### src/sarseq_pkg.sv
`default_nettype none
package sarseq_pkg;

  // ----------------------------------------------------------------
  // register map (byte addresses)
  // ----------------------------------------------------------------
  localparam logic [7:0] SARSEQ_OFF_CTRL = 8'h00;
  localparam logic [7:0] SARSEQ_OFF_CFG = 8'h04;
  localparam logic [7:0] SARSEQ_OFF_CLKDIV = 8'h08;
  localparam logic [7:0] SARSEQ_OFF_STATUS = 8'h0c;
  localparam logic [7:0] SARSEQ_OFF_RESULT = 8'h10;
  localparam logic [7:0] SARSEQ_OFF_RESULT2 = 8'h14;

  // ----------------------------------------------------------------
  // field positions and limits
  // ----------------------------------------------------------------
  localparam int SARSEQ_RES_W = 12;
  localparam int SARSEQ_CFG_BITS_LSB = 0;
  localparam int SARSEQ_CFG_SAMP_LSB = 4;
  localparam int SARSEQ_CFG_REF_LSB = 8;
  localparam int SARSEQ_CFG_DIFF_BIT = 10;
  localparam int SARSEQ_CFG_INSEL_BIT = 11;
  localparam int SARSEQ_CLK_DIV_LSB = 0;
  localparam int SARSEQ_CLK_SRC_BIT = 8;
  localparam logic [3:0] SARSEQ_MIN_BITS = 4'h1;
  localparam logic [3:0] SARSEQ_MAX_BITS = 4'hc;

  // ----------------------------------------------------------------
  // reset values
  // ----------------------------------------------------------------
  localparam logic [3:0] SARSEQ_RST_BITS = 4'hc;
  localparam logic [3:0] SARSEQ_RST_SAMP = 4'h2;
  localparam logic [1:0] SARSEQ_RST_REF = 2'h0;
  localparam logic [7:0] SARSEQ_RST_DIV = 8'h00;
  localparam logic [11:0] SARSEQ_RST_RESULT = 12'hfff;

  // reference choices; code 0 is the analog supply rail
  typedef enum logic [1:0] {
    SARSEQ_REF_ANALOG_SUPPLY = 2'h0,
    SARSEQ_REF_BANDGAP = 2'h1,
    SARSEQ_REF_EXTERNAL = 2'h2
  } sarseq_ref_t;

  typedef struct packed {
    logic [3:0] conv_bits;
    logic [3:0] samp_cycles;
    logic [1:0] ref_sel;
    logic diff_mode;
    logic input_test;
    logic [7:0] clk_div;
    logic clk_src;
  } sarseq_cfg_t;

  typedef struct packed {
    logic [11:0] data;
    logic valid;
  } sarseq_res_t;

endpackage : sarseq_pkg
`default_nettype wire

### src/sarseq_clkdiv.sv
`timescale 1ns/100ps
`default_nettype none
module sarseq_clkdiv
  import sarseq_pkg::*;
#(
  parameter int DIV_W = 8
) (
  input wire logic pclk,
  input wire logic presetn,
  input wire logic src_sel,
  input wire logic alt_tick,
  input wire logic [DIV_W-1:0] div,
  output logic tick
);

  if (DIV_W < 1 || DIV_W > 16) begin : g_bad_div
    $error("sarseq_clkdiv: DIV_W out of range");
  end

  typedef struct packed {
    logic [DIV_W-1:0] cnt;
    logic tick;
  } sarseq_div_st_t;

  sarseq_div_st_t s_q, s_d;
  logic src_ev;

  // converter clock as an enable: one tick per (div+1) source events
  always_comb begin
    s_d = s_q;
    src_ev = src_sel ? alt_tick : 1'b1;
    s_d.tick = 1'b0;
    if (src_ev) begin
      if (s_q.cnt >= div) begin
        s_d.cnt = '0;
        s_d.tick = 1'b1;
      end else begin
        s_d.cnt = s_q.cnt + 1'b1;
      end
    end
  end

  always_ff @(posedge pclk or negedge presetn) begin
    if (!presetn) begin
      s_q <= '0;
    end else begin
      s_q <= s_d;
    end
  end

  assign tick = s_q.tick;

endmodule : sarseq_clkdiv
`default_nettype wire

### src/sarseq_top.sv
// Added by the designer: the APB register port and the placing of the registers.
`timescale 1ns/100ps
`default_nettype none
module sarseq_top
  import sarseq_pkg::*;
#(
  parameter int DIV_W = 8
) (
  input wire logic pclk,
  input wire logic presetn,
  input wire logic psel,
  input wire logic penable,
  input wire logic pwrite,
  input wire logic [7:0] paddr,
  input wire logic [31:0] pwdata,
  output logic [31:0] prdata,
  output logic pready,
  output logic pslverr,
  input wire logic alt_clk_tick,
  input wire logic comp_in,
  output logic conv_sample,
  output logic conv_trial,
  output logic [11:0] conv_dac,
  output logic conv_diff,
  output logic [1:0] conv_ref_sel,
  output logic conv_input_test,
  output logic [11:0] sensing_dsp_data,
  output logic sensing_dsp_valid,
  output logic conv_done
);

  if (DIV_W != 8) begin : g_bad_div
    $error("sarseq_top: DIV_W must match the divider field");
  end

  // ----------------------------------------------------------------
  // state
  // ----------------------------------------------------------------
  typedef enum logic [1:0] {
    SQ_IDLE,
    SQ_SAMPLE,
    SQ_CONVERT,
    SQ_FINISH
  } sarseq_fsm_t;

  typedef struct packed {
    sarseq_fsm_t fsm;
    sarseq_cfg_t cfg;
    sarseq_cfg_t run;
    logic cont;
    logic start_req;
    logic [4:0] cnt;
    logic [3:0] bit_idx;
    logic [11:0] sar;
    logic [11:0] result;
    logic [11:0] result2;
    logic busy;
    logic done;
    logic dsp_valid;
    logic sample;
    logic trial;
    logic [31:0] prdata;
    logic pready;
    logic pslverr;
  } sarseq_st_t;

  sarseq_st_t s_q, s_d;
  logic conv_tick;
  logic wr_acc, rd_acc;
  logic start_wr;

  // formatted value: top n bits kept, lower bits forced high
  function automatic logic [11:0] sarseq_fmt(input logic [11:0] v, input logic [3:0] n);
    logic [11:0] m;
    m = 12'hfff >> n;
    return v | m;
  endfunction : sarseq_fmt

  function automatic logic [3:0] sarseq_clip_bits(input logic [3:0] n);
    logic [3:0] r;
    r = n;
    if (n < SARSEQ_MIN_BITS) r = SARSEQ_MIN_BITS;
    if (n > SARSEQ_MAX_BITS) r = SARSEQ_MAX_BITS;
    return r;
  endfunction : sarseq_clip_bits

  sarseq_clkdiv #(.DIV_W(DIV_W)) u_div (
    .pclk(pclk),
    .presetn(presetn),
    .src_sel(s_q.run.clk_src),
    .alt_tick(alt_clk_tick),
    .div(s_q.run.clk_div),
    .tick(conv_tick)
  );

  assign wr_acc = psel && penable && pwrite && s_q.pready;
  assign rd_acc = psel && !penable && !pwrite;
  assign start_wr = wr_acc && !s_q.pslverr && (paddr == SARSEQ_OFF_CTRL) && pwdata[0];

  // ----------------------------------------------------------------
  // next state
  // ----------------------------------------------------------------
  always_comb begin
    s_d = s_q;
    s_d.done = 1'b0;
    s_d.dsp_valid = 1'b0;
    // no wait states: ready in the first access-phase cycle
    s_d.pready = psel && !penable;
    s_d.pslverr = 1'b0;
    if (psel && !penable) begin
      s_d.prdata = '0;
      case (paddr)
        SARSEQ_OFF_CTRL, SARSEQ_OFF_CFG, SARSEQ_OFF_CLKDIV, SARSEQ_OFF_STATUS: ;
        SARSEQ_OFF_RESULT, SARSEQ_OFF_RESULT2: ;
        default: s_d.pslverr = 1'b1;
      endcase
      if (rd_acc) begin
        case (paddr)
          SARSEQ_OFF_CTRL: s_d.prdata[1] = s_q.cont;
          SARSEQ_OFF_CFG: begin
            s_d.prdata[SARSEQ_CFG_BITS_LSB +: 4] = s_q.cfg.conv_bits;
            s_d.prdata[SARSEQ_CFG_SAMP_LSB +: 4] = s_q.cfg.samp_cycles;
            s_d.prdata[SARSEQ_CFG_REF_LSB +: 2] = s_q.cfg.ref_sel;
            s_d.prdata[SARSEQ_CFG_DIFF_BIT] = s_q.cfg.diff_mode;
            s_d.prdata[SARSEQ_CFG_INSEL_BIT] = s_q.cfg.input_test;
          end
          SARSEQ_OFF_CLKDIV: begin
            s_d.prdata[SARSEQ_CLK_DIV_LSB +: 8] = s_q.cfg.clk_div;
            s_d.prdata[SARSEQ_CLK_SRC_BIT] = s_q.cfg.clk_src;
          end
          SARSEQ_OFF_STATUS: s_d.prdata[0] = s_q.busy;
          SARSEQ_OFF_RESULT: s_d.prdata[11:0] = s_q.result;
          SARSEQ_OFF_RESULT2: s_d.prdata[11:0] = s_q.result2;
          default: s_d.prdata = '0;
        endcase
      end
    end
    if (wr_acc && !s_q.pslverr) begin
      case (paddr)
        SARSEQ_OFF_CTRL: begin
          s_d.start_req = s_q.start_req | pwdata[0];
          s_d.cont = pwdata[1];
        end
        SARSEQ_OFF_CFG: begin
          s_d.cfg.conv_bits = sarseq_clip_bits(pwdata[SARSEQ_CFG_BITS_LSB +: 4]);
          s_d.cfg.samp_cycles = pwdata[SARSEQ_CFG_SAMP_LSB +: 4];
          s_d.cfg.ref_sel = pwdata[SARSEQ_CFG_REF_LSB +: 2];
          s_d.cfg.diff_mode = pwdata[SARSEQ_CFG_DIFF_BIT];
          s_d.cfg.input_test = pwdata[SARSEQ_CFG_INSEL_BIT];
        end
        SARSEQ_OFF_CLKDIV: begin
          s_d.cfg.clk_div = pwdata[SARSEQ_CLK_DIV_LSB +: 8];
          s_d.cfg.clk_src = pwdata[SARSEQ_CLK_SRC_BIT];
        end
        default: ;
      endcase
    end
    // sequencer leaves SQ_IDLE without a tick; the other states advance on converter clock ticks only
    case (s_q.fsm)
      SQ_IDLE: begin
        // config snapshot so a write mid-conversion cannot skew timing
        s_d.run = s_d.cfg;
        if (s_q.start_req || s_q.cont) begin
          // a start written in this very cycle stays pending
          s_d.start_req = start_wr;
          s_d.busy = 1'b1;
          s_d.cnt = 5'h00;
          s_d.sar = 12'h000;
          s_d.fsm = SQ_SAMPLE;
        end
      end
      SQ_SAMPLE: if (conv_tick) begin
        if (s_q.cnt + 5'h01 >= {1'b0, s_q.run.samp_cycles}) begin
          s_d.bit_idx = 4'hb;
          s_d.cnt = 5'h00;
          s_d.sar = 12'h800;
          s_d.fsm = SQ_CONVERT;
        end else begin
          s_d.cnt = s_q.cnt + 5'h01;
        end
      end
      SQ_CONVERT: if (conv_tick) begin
        if (!comp_in) s_d.sar[s_q.bit_idx] = 1'b0;
        if (s_q.cnt + 5'h01 >= {1'b0, s_q.run.conv_bits}) begin
          s_d.fsm = SQ_FINISH;
        end else begin
          s_d.cnt = s_q.cnt + 5'h01;
          s_d.bit_idx = s_q.bit_idx - 4'h1;
          s_d.sar[s_q.bit_idx - 4'h1] = 1'b1;
        end
      end
      SQ_FINISH: if (conv_tick) begin
        // the extra converter clock of each conversion
        s_d.result2 = s_q.result;
        s_d.result = sarseq_fmt(s_q.sar, s_q.run.conv_bits);
        s_d.done = 1'b1;
        s_d.dsp_valid = 1'b1;
        s_d.busy = 1'b0;
        s_d.fsm = SQ_IDLE;
      end
      default: s_d.fsm = SQ_IDLE;
    endcase
    // phase outputs registered alongside the state
    s_d.sample = (s_d.fsm == SQ_SAMPLE);
    s_d.trial = (s_d.fsm == SQ_CONVERT);
  end

  // ----------------------------------------------------------------
  // registers
  // ----------------------------------------------------------------
  always_ff @(posedge pclk or negedge presetn) begin
    if (!presetn) begin
      s_q <= '0;
      s_q.fsm <= SQ_IDLE;
      s_q.cfg.conv_bits <= SARSEQ_RST_BITS;
      s_q.cfg.samp_cycles <= SARSEQ_RST_SAMP;
      s_q.cfg.ref_sel <= SARSEQ_RST_REF;
      s_q.cfg.clk_div <= SARSEQ_RST_DIV;
      s_q.run.conv_bits <= SARSEQ_RST_BITS;
      s_q.run.samp_cycles <= SARSEQ_RST_SAMP;
      s_q.result <= SARSEQ_RST_RESULT;
      s_q.result2 <= SARSEQ_RST_RESULT;
    end else begin
      s_q <= s_d;
    end
  end

  assign prdata = s_q.prdata;
  assign pready = s_q.pready;
  assign pslverr = s_q.pslverr;
  assign conv_sample = s_q.sample;
  assign conv_trial = s_q.trial;
  assign conv_dac = s_q.sar;
  assign conv_diff = s_q.run.diff_mode;
  assign conv_ref_sel = s_q.run.ref_sel;
  assign conv_input_test = s_q.run.input_test;
  assign sensing_dsp_data = s_q.result;
  assign sensing_dsp_valid = s_q.dsp_valid;
  assign conv_done = s_q.done;

  // ----------------------------------------------------------------
  // checks
  // ----------------------------------------------------------------
  a_done_pulse: assert property (@(posedge pclk) disable iff (!presetn)
    conv_done |=> !conv_done) else $error("done longer than one cycle");
  a_low_ones: assert property (@(posedge pclk) disable iff (!presetn)
    conv_done |-> ((sensing_dsp_data & (12'hfff >> s_q.run.conv_bits))
      == (12'hfff >> s_q.run.conv_bits))) else $error("low bits not one");
  a_dsp_pair: assert property (@(posedge pclk) disable iff (!presetn)
    conv_done == sensing_dsp_valid) else $error("dsp valid not with done");
  a_result_load: assert property (@(posedge pclk) disable iff (!presetn)
    (s_q.fsm == SQ_FINISH && conv_tick) |=> (conv_done && s_q.result2 == $past(s_q.result)))
    else $error("result not loaded");
  a_bits_range: assert property (@(posedge pclk) disable iff (!presetn)
    s_q.cfg.conv_bits >= SARSEQ_MIN_BITS && s_q.cfg.conv_bits <= SARSEQ_MAX_BITS)
    else $error("bits out of range");
  a_conv_len: assert property (@(posedge pclk) disable iff (!presetn)
    (conv_trial && conv_tick && s_q.cnt == 5'h00) |=> conv_trial || s_q.fsm == SQ_FINISH)
    else $error("convert phase left early");
  a_cfg_write: assert property (@(posedge pclk) disable iff (!presetn)
    (wr_acc && paddr == SARSEQ_OFF_CFG && !pslverr) |=> s_q.cfg.diff_mode == $past(pwdata[10]))
    else $error("mode not written");
  a_mux_steady: assert property (@(posedge pclk) disable iff (!presetn)
    (s_q.fsm != SQ_IDLE) |=> $stable(conv_input_test) || s_q.fsm == SQ_IDLE)
    else $error("input changed mid conversion");
  c_done: cover property (@(posedge pclk) conv_done);
  c_diff: cover property (@(posedge pclk) conv_done && conv_diff);
  c_err: cover property (@(posedge pclk) pready && pslverr);

endmodule : sarseq_top
`default_nettype wire

### config.mk
export PLATFORM = sky130hd
export DESIGN_NAME = sarseq_top
export DESIGN_NICKNAME = d
export VERILOG_FILES = /design/src/sarseq_pkg.sv /design/src/sarseq_clkdiv.sv /design/src/sarseq_top.sv
export SDC_FILE = /design/constraint.sdc
export NUM_CORES = 1
export LEC_CHECK = 0
export ABC_AREA = 1
export BUFFER_PORTS_ARGS = -buffer_cell sky130_fd_sc_hd__buf_2
export CAP_MARGIN = 20
export CORE_MARGIN = 1
export CORE_UTILIZATION = 45
export CTS_CLUSTER_SIZE = 24
export DETAILED_ROUTE_END_ITERATION = 7
export GPL_TIMING_DRIVEN = 0
export PLACE_DENSITY_LB_ADDON = 0.3
export RECOVER_POWER = 100
export SLEW_MARGIN = 10
export SYNTH_ARGS = -nofsm -noshare
export SYNTH_HDL_FRONTEND = slang
export SYNTH_SLANG_ARGS = --single-unit
### constraint.sdc
create_clock -name pclk -period 1.9 [get_ports pclk]
set_input_delay 0.095 -clock pclk [delete_from_list [all_inputs] [get_ports pclk]]
set_output_delay 0.095 -clock pclk [all_outputs]
set_load 0.01 [all_outputs]
==> Word-level counts from Yosys, hierarchy flattened <==
Index checks and enable logic that the tools add are counted.
Widths: inputs -> output; s select.
{ "op_classes": {"order_cmp": 9, "reduce_logical": 26, "eq_ne": 16, "bitwise_logic": 5, "shifts": 1, "mux": 47, "n_addsub": 3} }
{ "ops": {"columns": ["operator", "count"], "rows": [
  ["$mux 21", 4],
  ["$mux 12", 6],
  ["$pmux 12 s3", 1],
  ["$pmux 7 s4", 1],
  ["$or 12x12->12", 2],
  ["$eq 8x4->1 const B", 2],
  ["$eq 8x5->1 const B", 2],
  ["$mux 16", 1],
  ["$pmux 5 s3", 1],
  ["$reduce_and 5->1", 3],
  ["$mux 2", 7],
  ["$and 12x12->12", 1],
  ["$not 12->12", 1],
  ["$shr 12x4->12 const A", 1],
  ["$mux 1", 11],
  ["$ge 5x4->1", 2],
  ["$logic_and 1x1->1", 10],
  ["$lt 4x5->1 const B", 2],
  ["$pmux 1 s5", 2],
  ["$mux 9", 1],
  ["$pmux 3 s3", 1],
  ["$add 8x1->8 const B", 1],
  ["$demux 1 s4", 2],
  ["$eq 8x3->1 const B", 1],
  ["28 further kinds", 41]
]} }
{ "totals": {"out_inout_bits": 66, "word_cells": 139, "regBits": 139, "inputBits": 47} }

==> Logic depth before layout (Yosys ltp) <==
{ "logic_depth": {"depth_word": 13, "mapped_depth": 15, "ltp_nobuf": 15} }

==> Modules after synthesis <==
Synthesis repeated with hierarchy kept, for this count alone.
{ "hier_totals": {"cells_unflattened": 825, "area_unflattened_um2": 6676.4} }
{ "by_module_without_submodules": {"columns": ["mod", "area_each_um2", "seq_area_each_um2", "cells_each", "instances"], "rows": [
  ["sarseq_top", 5943.2, 2765.2, 721, 1],
  ["sarseq_clkdiv", 733.2, 225.2, 104, 1]
]} }

==> Least setup slack after synthesis <==
OpenSTA, ideal clock, no wires.
{ "synth_timing": {"path_type": "flip-flop to flip-flop", "startpoint": "register s_q[79] (netlist name)", "endpoint": "register s_q, in the netlist conv_dac[2]", "t_required_ns": 1.777, "path_stages_with_launch": 12, "setup_time_ns": 0.123, "period_less_slack_ns": 1.905, "arrival_ns": 1.782, "setup_slack_ns": -0.005, "n_path_buf": 0, "path_cell_list": "dfrtp_1 -> ha_1 -> xor2_1 -> ha_1 -> nand2_1 -> nand2_1 -> nand2_1 -> nand3_2 -> nand2_4 -> inv_2 -> nand3_4 -> o21ai_1"} }
{ "synth_between": {"elab_chain_cells": 5, "elab_cells_between_ends": 8, "cone_classes": "add/sub (1); order compare (2); eq/ne (1); mux (3); reduce/logical (1)"} }
{ "synth_lines": {"columns": ["element", "line", "rtl"], "rows": [
  ["from (decl)", "sarseq_top.sv:67", "sarseq_st_t s_q, s_d;"],
  ["$add 5x1->5 (*)", "sarseq_top.sv:173, sarseq_top.sv:184", null],
  ["$ge 5x4->1", "sarseq_top.sv:184", "if (s_q.cnt + 5'h01 >= {1'b0, s_q.run.conv_bits}) begin"],
  ["$mux 21", "sarseq_top.sv:184", null],
  ["$mux 21", "sarseq_top.sv:182", "SQ_CONVERT: if (conv_tick) begin"],
  ["$pmux 12 s3", "sarseq_top.sv:159", "case (s_q.fsm)"]
]} }
Mark *: on every way between the ends. The rest lies on a longest branch, timed or not. The select of a mux whose other input is x is not followed.
A chain may end at the register's enable or synchronous reset.

==> flow_summary.json <==
{
  "sequentialPowerShare_pct": 31.5,
  "drc": 0,
  "grt_pass1_vias": 5308,
  "cts_made_buffers": 17,
  "synth_top_cell_area_share_pct": 32.7,
  "startpoint": "s_q[79]$_DFFE_PN0P_",
  "tightest_slew_ns": 0.998,
  "slew_viol_final": 0,
  "synth_edf_count": 0,
  "clockBufferDepth": 2,
  "die_area_um2": 15500,
  "reg2reg_from": "s_q[79]$_DFFE_PN0P_",
  "die-width_um": 124,
  "start_util_pct": 46.2,
  "rr_worst_depth": 14,
  "rsz0062_at_grt": "yes",
  "die_h_um": 124,
  "crit_type": "reg2reg",
  "grt_antenna_before_repair": 0,
  "synth_cells": 806,
  "drt_pass1_iterations": 5,
  "swShare_pct": 38.9,
  "drive_above_1_share_pct": 26.1,
  "clkSinkCount": 118,
  "avgSynthCellArea_um2": 8.36,
  "routed_wl_um": 15900,
  "finalInstanceArea_um2": 8320,
  "comb_power_share_pct": 42.0,
  "grt_overflow": 0,
  "min_period_ns": 1.97,
  "grt_max_degree": 79,
  "clock_skew_ns": 0.00832,
  "r2r-end": "conv_trial$_DFF_PN0_",
  "crit_path_frequent_cell": "nand2_2",
  "finalHoldViolations": 0,
  "ys.flop_type": "dfrtp_1",
  "synth_area_leaders": "dfrtp_1, dfstp_2, nand2_1",
  "outcome": "finished with violations",
  "setup_violations": 4,
  "pwr-share-clk_pct": 26.5,
  "via_count": 5570,
  "finish.utilization_pct": 57.0,
  "cts_max_level": 4,
  "p_leak_nw": 4.19,
  "yosysSeqAreaShare_pct": 44.4,
  "nets": 1019,
  "io_buffers": 72,
  "yosys_register_bits": 118,
  "cpPeakStageDelay_ns": 0.44,
  "first_iter_violations": 383,
  "io_pins": 113,
  "max_cap_violations": 0,
  "critPathSlowestCell": "dfrtp_2",
  "clk_latency_ns": 0.42,
  "slew_headroom_pct": 33.4,
  "hpwlAfterDp_um": 11300,
  "mostFrequentLayoutCell": "nand2_1",
  "ir_worst_vdd_mv": 0.922,
  "n_antenna_cell": 0,
  "path_clk_slew_ns": 0.06,
  "critPathRequiredTime_ns": 2.20,
  "netlist_area_um2": 6740,
  "cts-root-buf": "clkbuf_16",
  "hp-class": "in2reg",
  "vias_per_cell": 4.88,
  "yosys.cell_types.count": 49,
  "period_share_pct": 104,
  "gp_congestion": 0.891,
  "critPathArrivalTime_ns": 2.28,
  "endpoint": "conv_trial$_DFF_PN0_",
  "fin_ws_ns": -0.0719,
  "core-area_um2": 14600,
  "grt.total_usage_pct": 21.1,
  "violations": "setup timing",
  "cts_tree": "done",
  "num_rows": 44,
  "crit_fanout": 5,
  "fmax_mhz": 507,
  "yosys.area.top_type": "dfrtp_1",
  "async_flop_share_pct": 100,
  "syn_to_final_growth_pct": 23.4,
  "end_kind": "flop",
  "layout_common_cells": "nand2_1, inv_1, dfrtp_1",
  "grt_pass1_wl_um": 25900,
  "post_drt_wl_per_cell_um": 13.9,
  "worst_setup_path_start_kind": "flop",
  "drtAntennaViolNets": 0,
  "power_switching_mw": 4.69,
  "powerDensity_nw_per_um2": 1450,
  "ys_warn_count": 0,
  "rrSetupSlack_ns": -0.07,
  "post_dp_cell_area_um2": 7440,
  "cp_cell_sequence": "ha_4 > ha_4 > nand2_1 > nand2_1 > nand2_2 > nand2_2 > nand2_2 > nand2_4 > buf_8 > nand3_4 > nand2_4 > nor2_4 > nor2_4 > nor2_2",
  "intPower_mw": 7.38
}
==> worst min-delay path by stage <==
stage | start | end | slack, ns | depth (start not counted)
finish | pwrite | prdata[2]$_DFFE_PN0P_ | 0.08 | 4
global route | pwrite | prdata[0]$_DFFE_PN0P_ | 0.11 | 4
CTS | paddr[2] | pslverr$_DFF_PN0_ | 0.07 | 4
detailed placement | presetn | u_div.s_q[1]$_DFFE_PN0P_ | 0.03 | 1
global placement | penable | pready$_DFF_PN0_ | 0.28 | 2
floorplan | presetn | conv_dac[0]$_DFFE_PN0P_ | -0.20 | 0
==> registers in the layout, indices dropped and copies added, names as in the netlist, 2 cells and up <==
register and count:
conv_dac 12, s_q 64, sensing_dsp_data 12, u_div.s_q 8, prdata 12, conv_ref_sel 2
==> logic make-up (layout without fill, tap and decap cells) <==
logic type	count (synthesis)	count (layout)	synth area share, %
XOR/XNOR	7	7	1.02
other	1	20	0.0556
AO/OA/AOI/OAI	164	164	14.9
adder cells (fa/ha/maj)	28	28	5.20
AND/OR/NAND/NOR	284	285	19.0
flip-flops	118	118	44.4
buffers and inverters	204	335	15.4
==> area by class of cell <==
cell class	instances	area [um2]
Sequential cell	118	2990
Timing Repair Buffer	99	598
Buffer	77	546
Multi-Input combinational cell	504	2880
Tap cell	184	230
Fill cell	1396	6270
Clock inverter	10	130
Inverter	127	484
Clock buffer	22	454
==> per-stage QoR <==
stage               hold slack (ns)  total power [mW]  setup WS (ns)  setup TNS, ns  cells
floorplan                    -0.201              7.05         0.0230              0    825
global placement              0.280              8.16         -0.808         -79.76   1081
detailed placement           0.0302              8.27         -0.316          -6.72   1082
CTS                          0.0716              11.9        -0.0697         -0.404   1138
global route                  0.110              12.9         -0.215          -3.81   1141
finish                       0.0838              12.1        -0.0719         -0.168   1141
==> worst max-delay path: cells and delay by family (launching register included) <==
family	cells	cell delay (ns)
flip-flops	1	0.44
adder cells (fa/ha/maj)	2	0.54
AND/OR/NAND/NOR	11	0.74
buffers and inverters	1	0.15
==> routing by layer <==
metal  GRT usage [%]  part of all wire, %  up-vias
met2            35.0                   50      129
met5               0                    0        -
li1                -                    -     2771
met1            27.7                   45     2650
met4            7.65                  1.3        0
met3            3.48                  3.6       20
==> power groups by stage <==
stage	Clock, mW	Combinational [mW]	Sequential (mW)
floorplan	0	3.36	3.69
global placement	0	4.31	3.85
detailed placement	0	4.41	3.85
CTS	3.24	4.81	3.82
global route	3.35	5.68	3.88
finish	3.20	5.07	3.80
==> Yosys cell counts (8+ instances only) <==
master      n
nand2_1   187
inv_1     121
dfrtp_1    88
buf_4      60
o21ai_0    59
nor2_1     43
dfstp_2    30
o21ai_2    29
ha_1       28
a21oi_1    24
o21ai_1    22
nand3_1    18
o22ai_1    10
clkbuf_1    8
==> what timing repair did <==
| action | CTS | global route |
|---|---|---|
| cloned | 2 | 0 |
| hold buffers | 16 | 0 |
| buffers inserted | 6 | 3 |
| gates resized for setup | 25 | 29 |
| endpoints found under the setup margin | 25 | 29 |
| pin swaps | 8 | 11 |
| endpoints found under the hold margin | 67 | 0 |
Power figures use the tool's default switching activity.
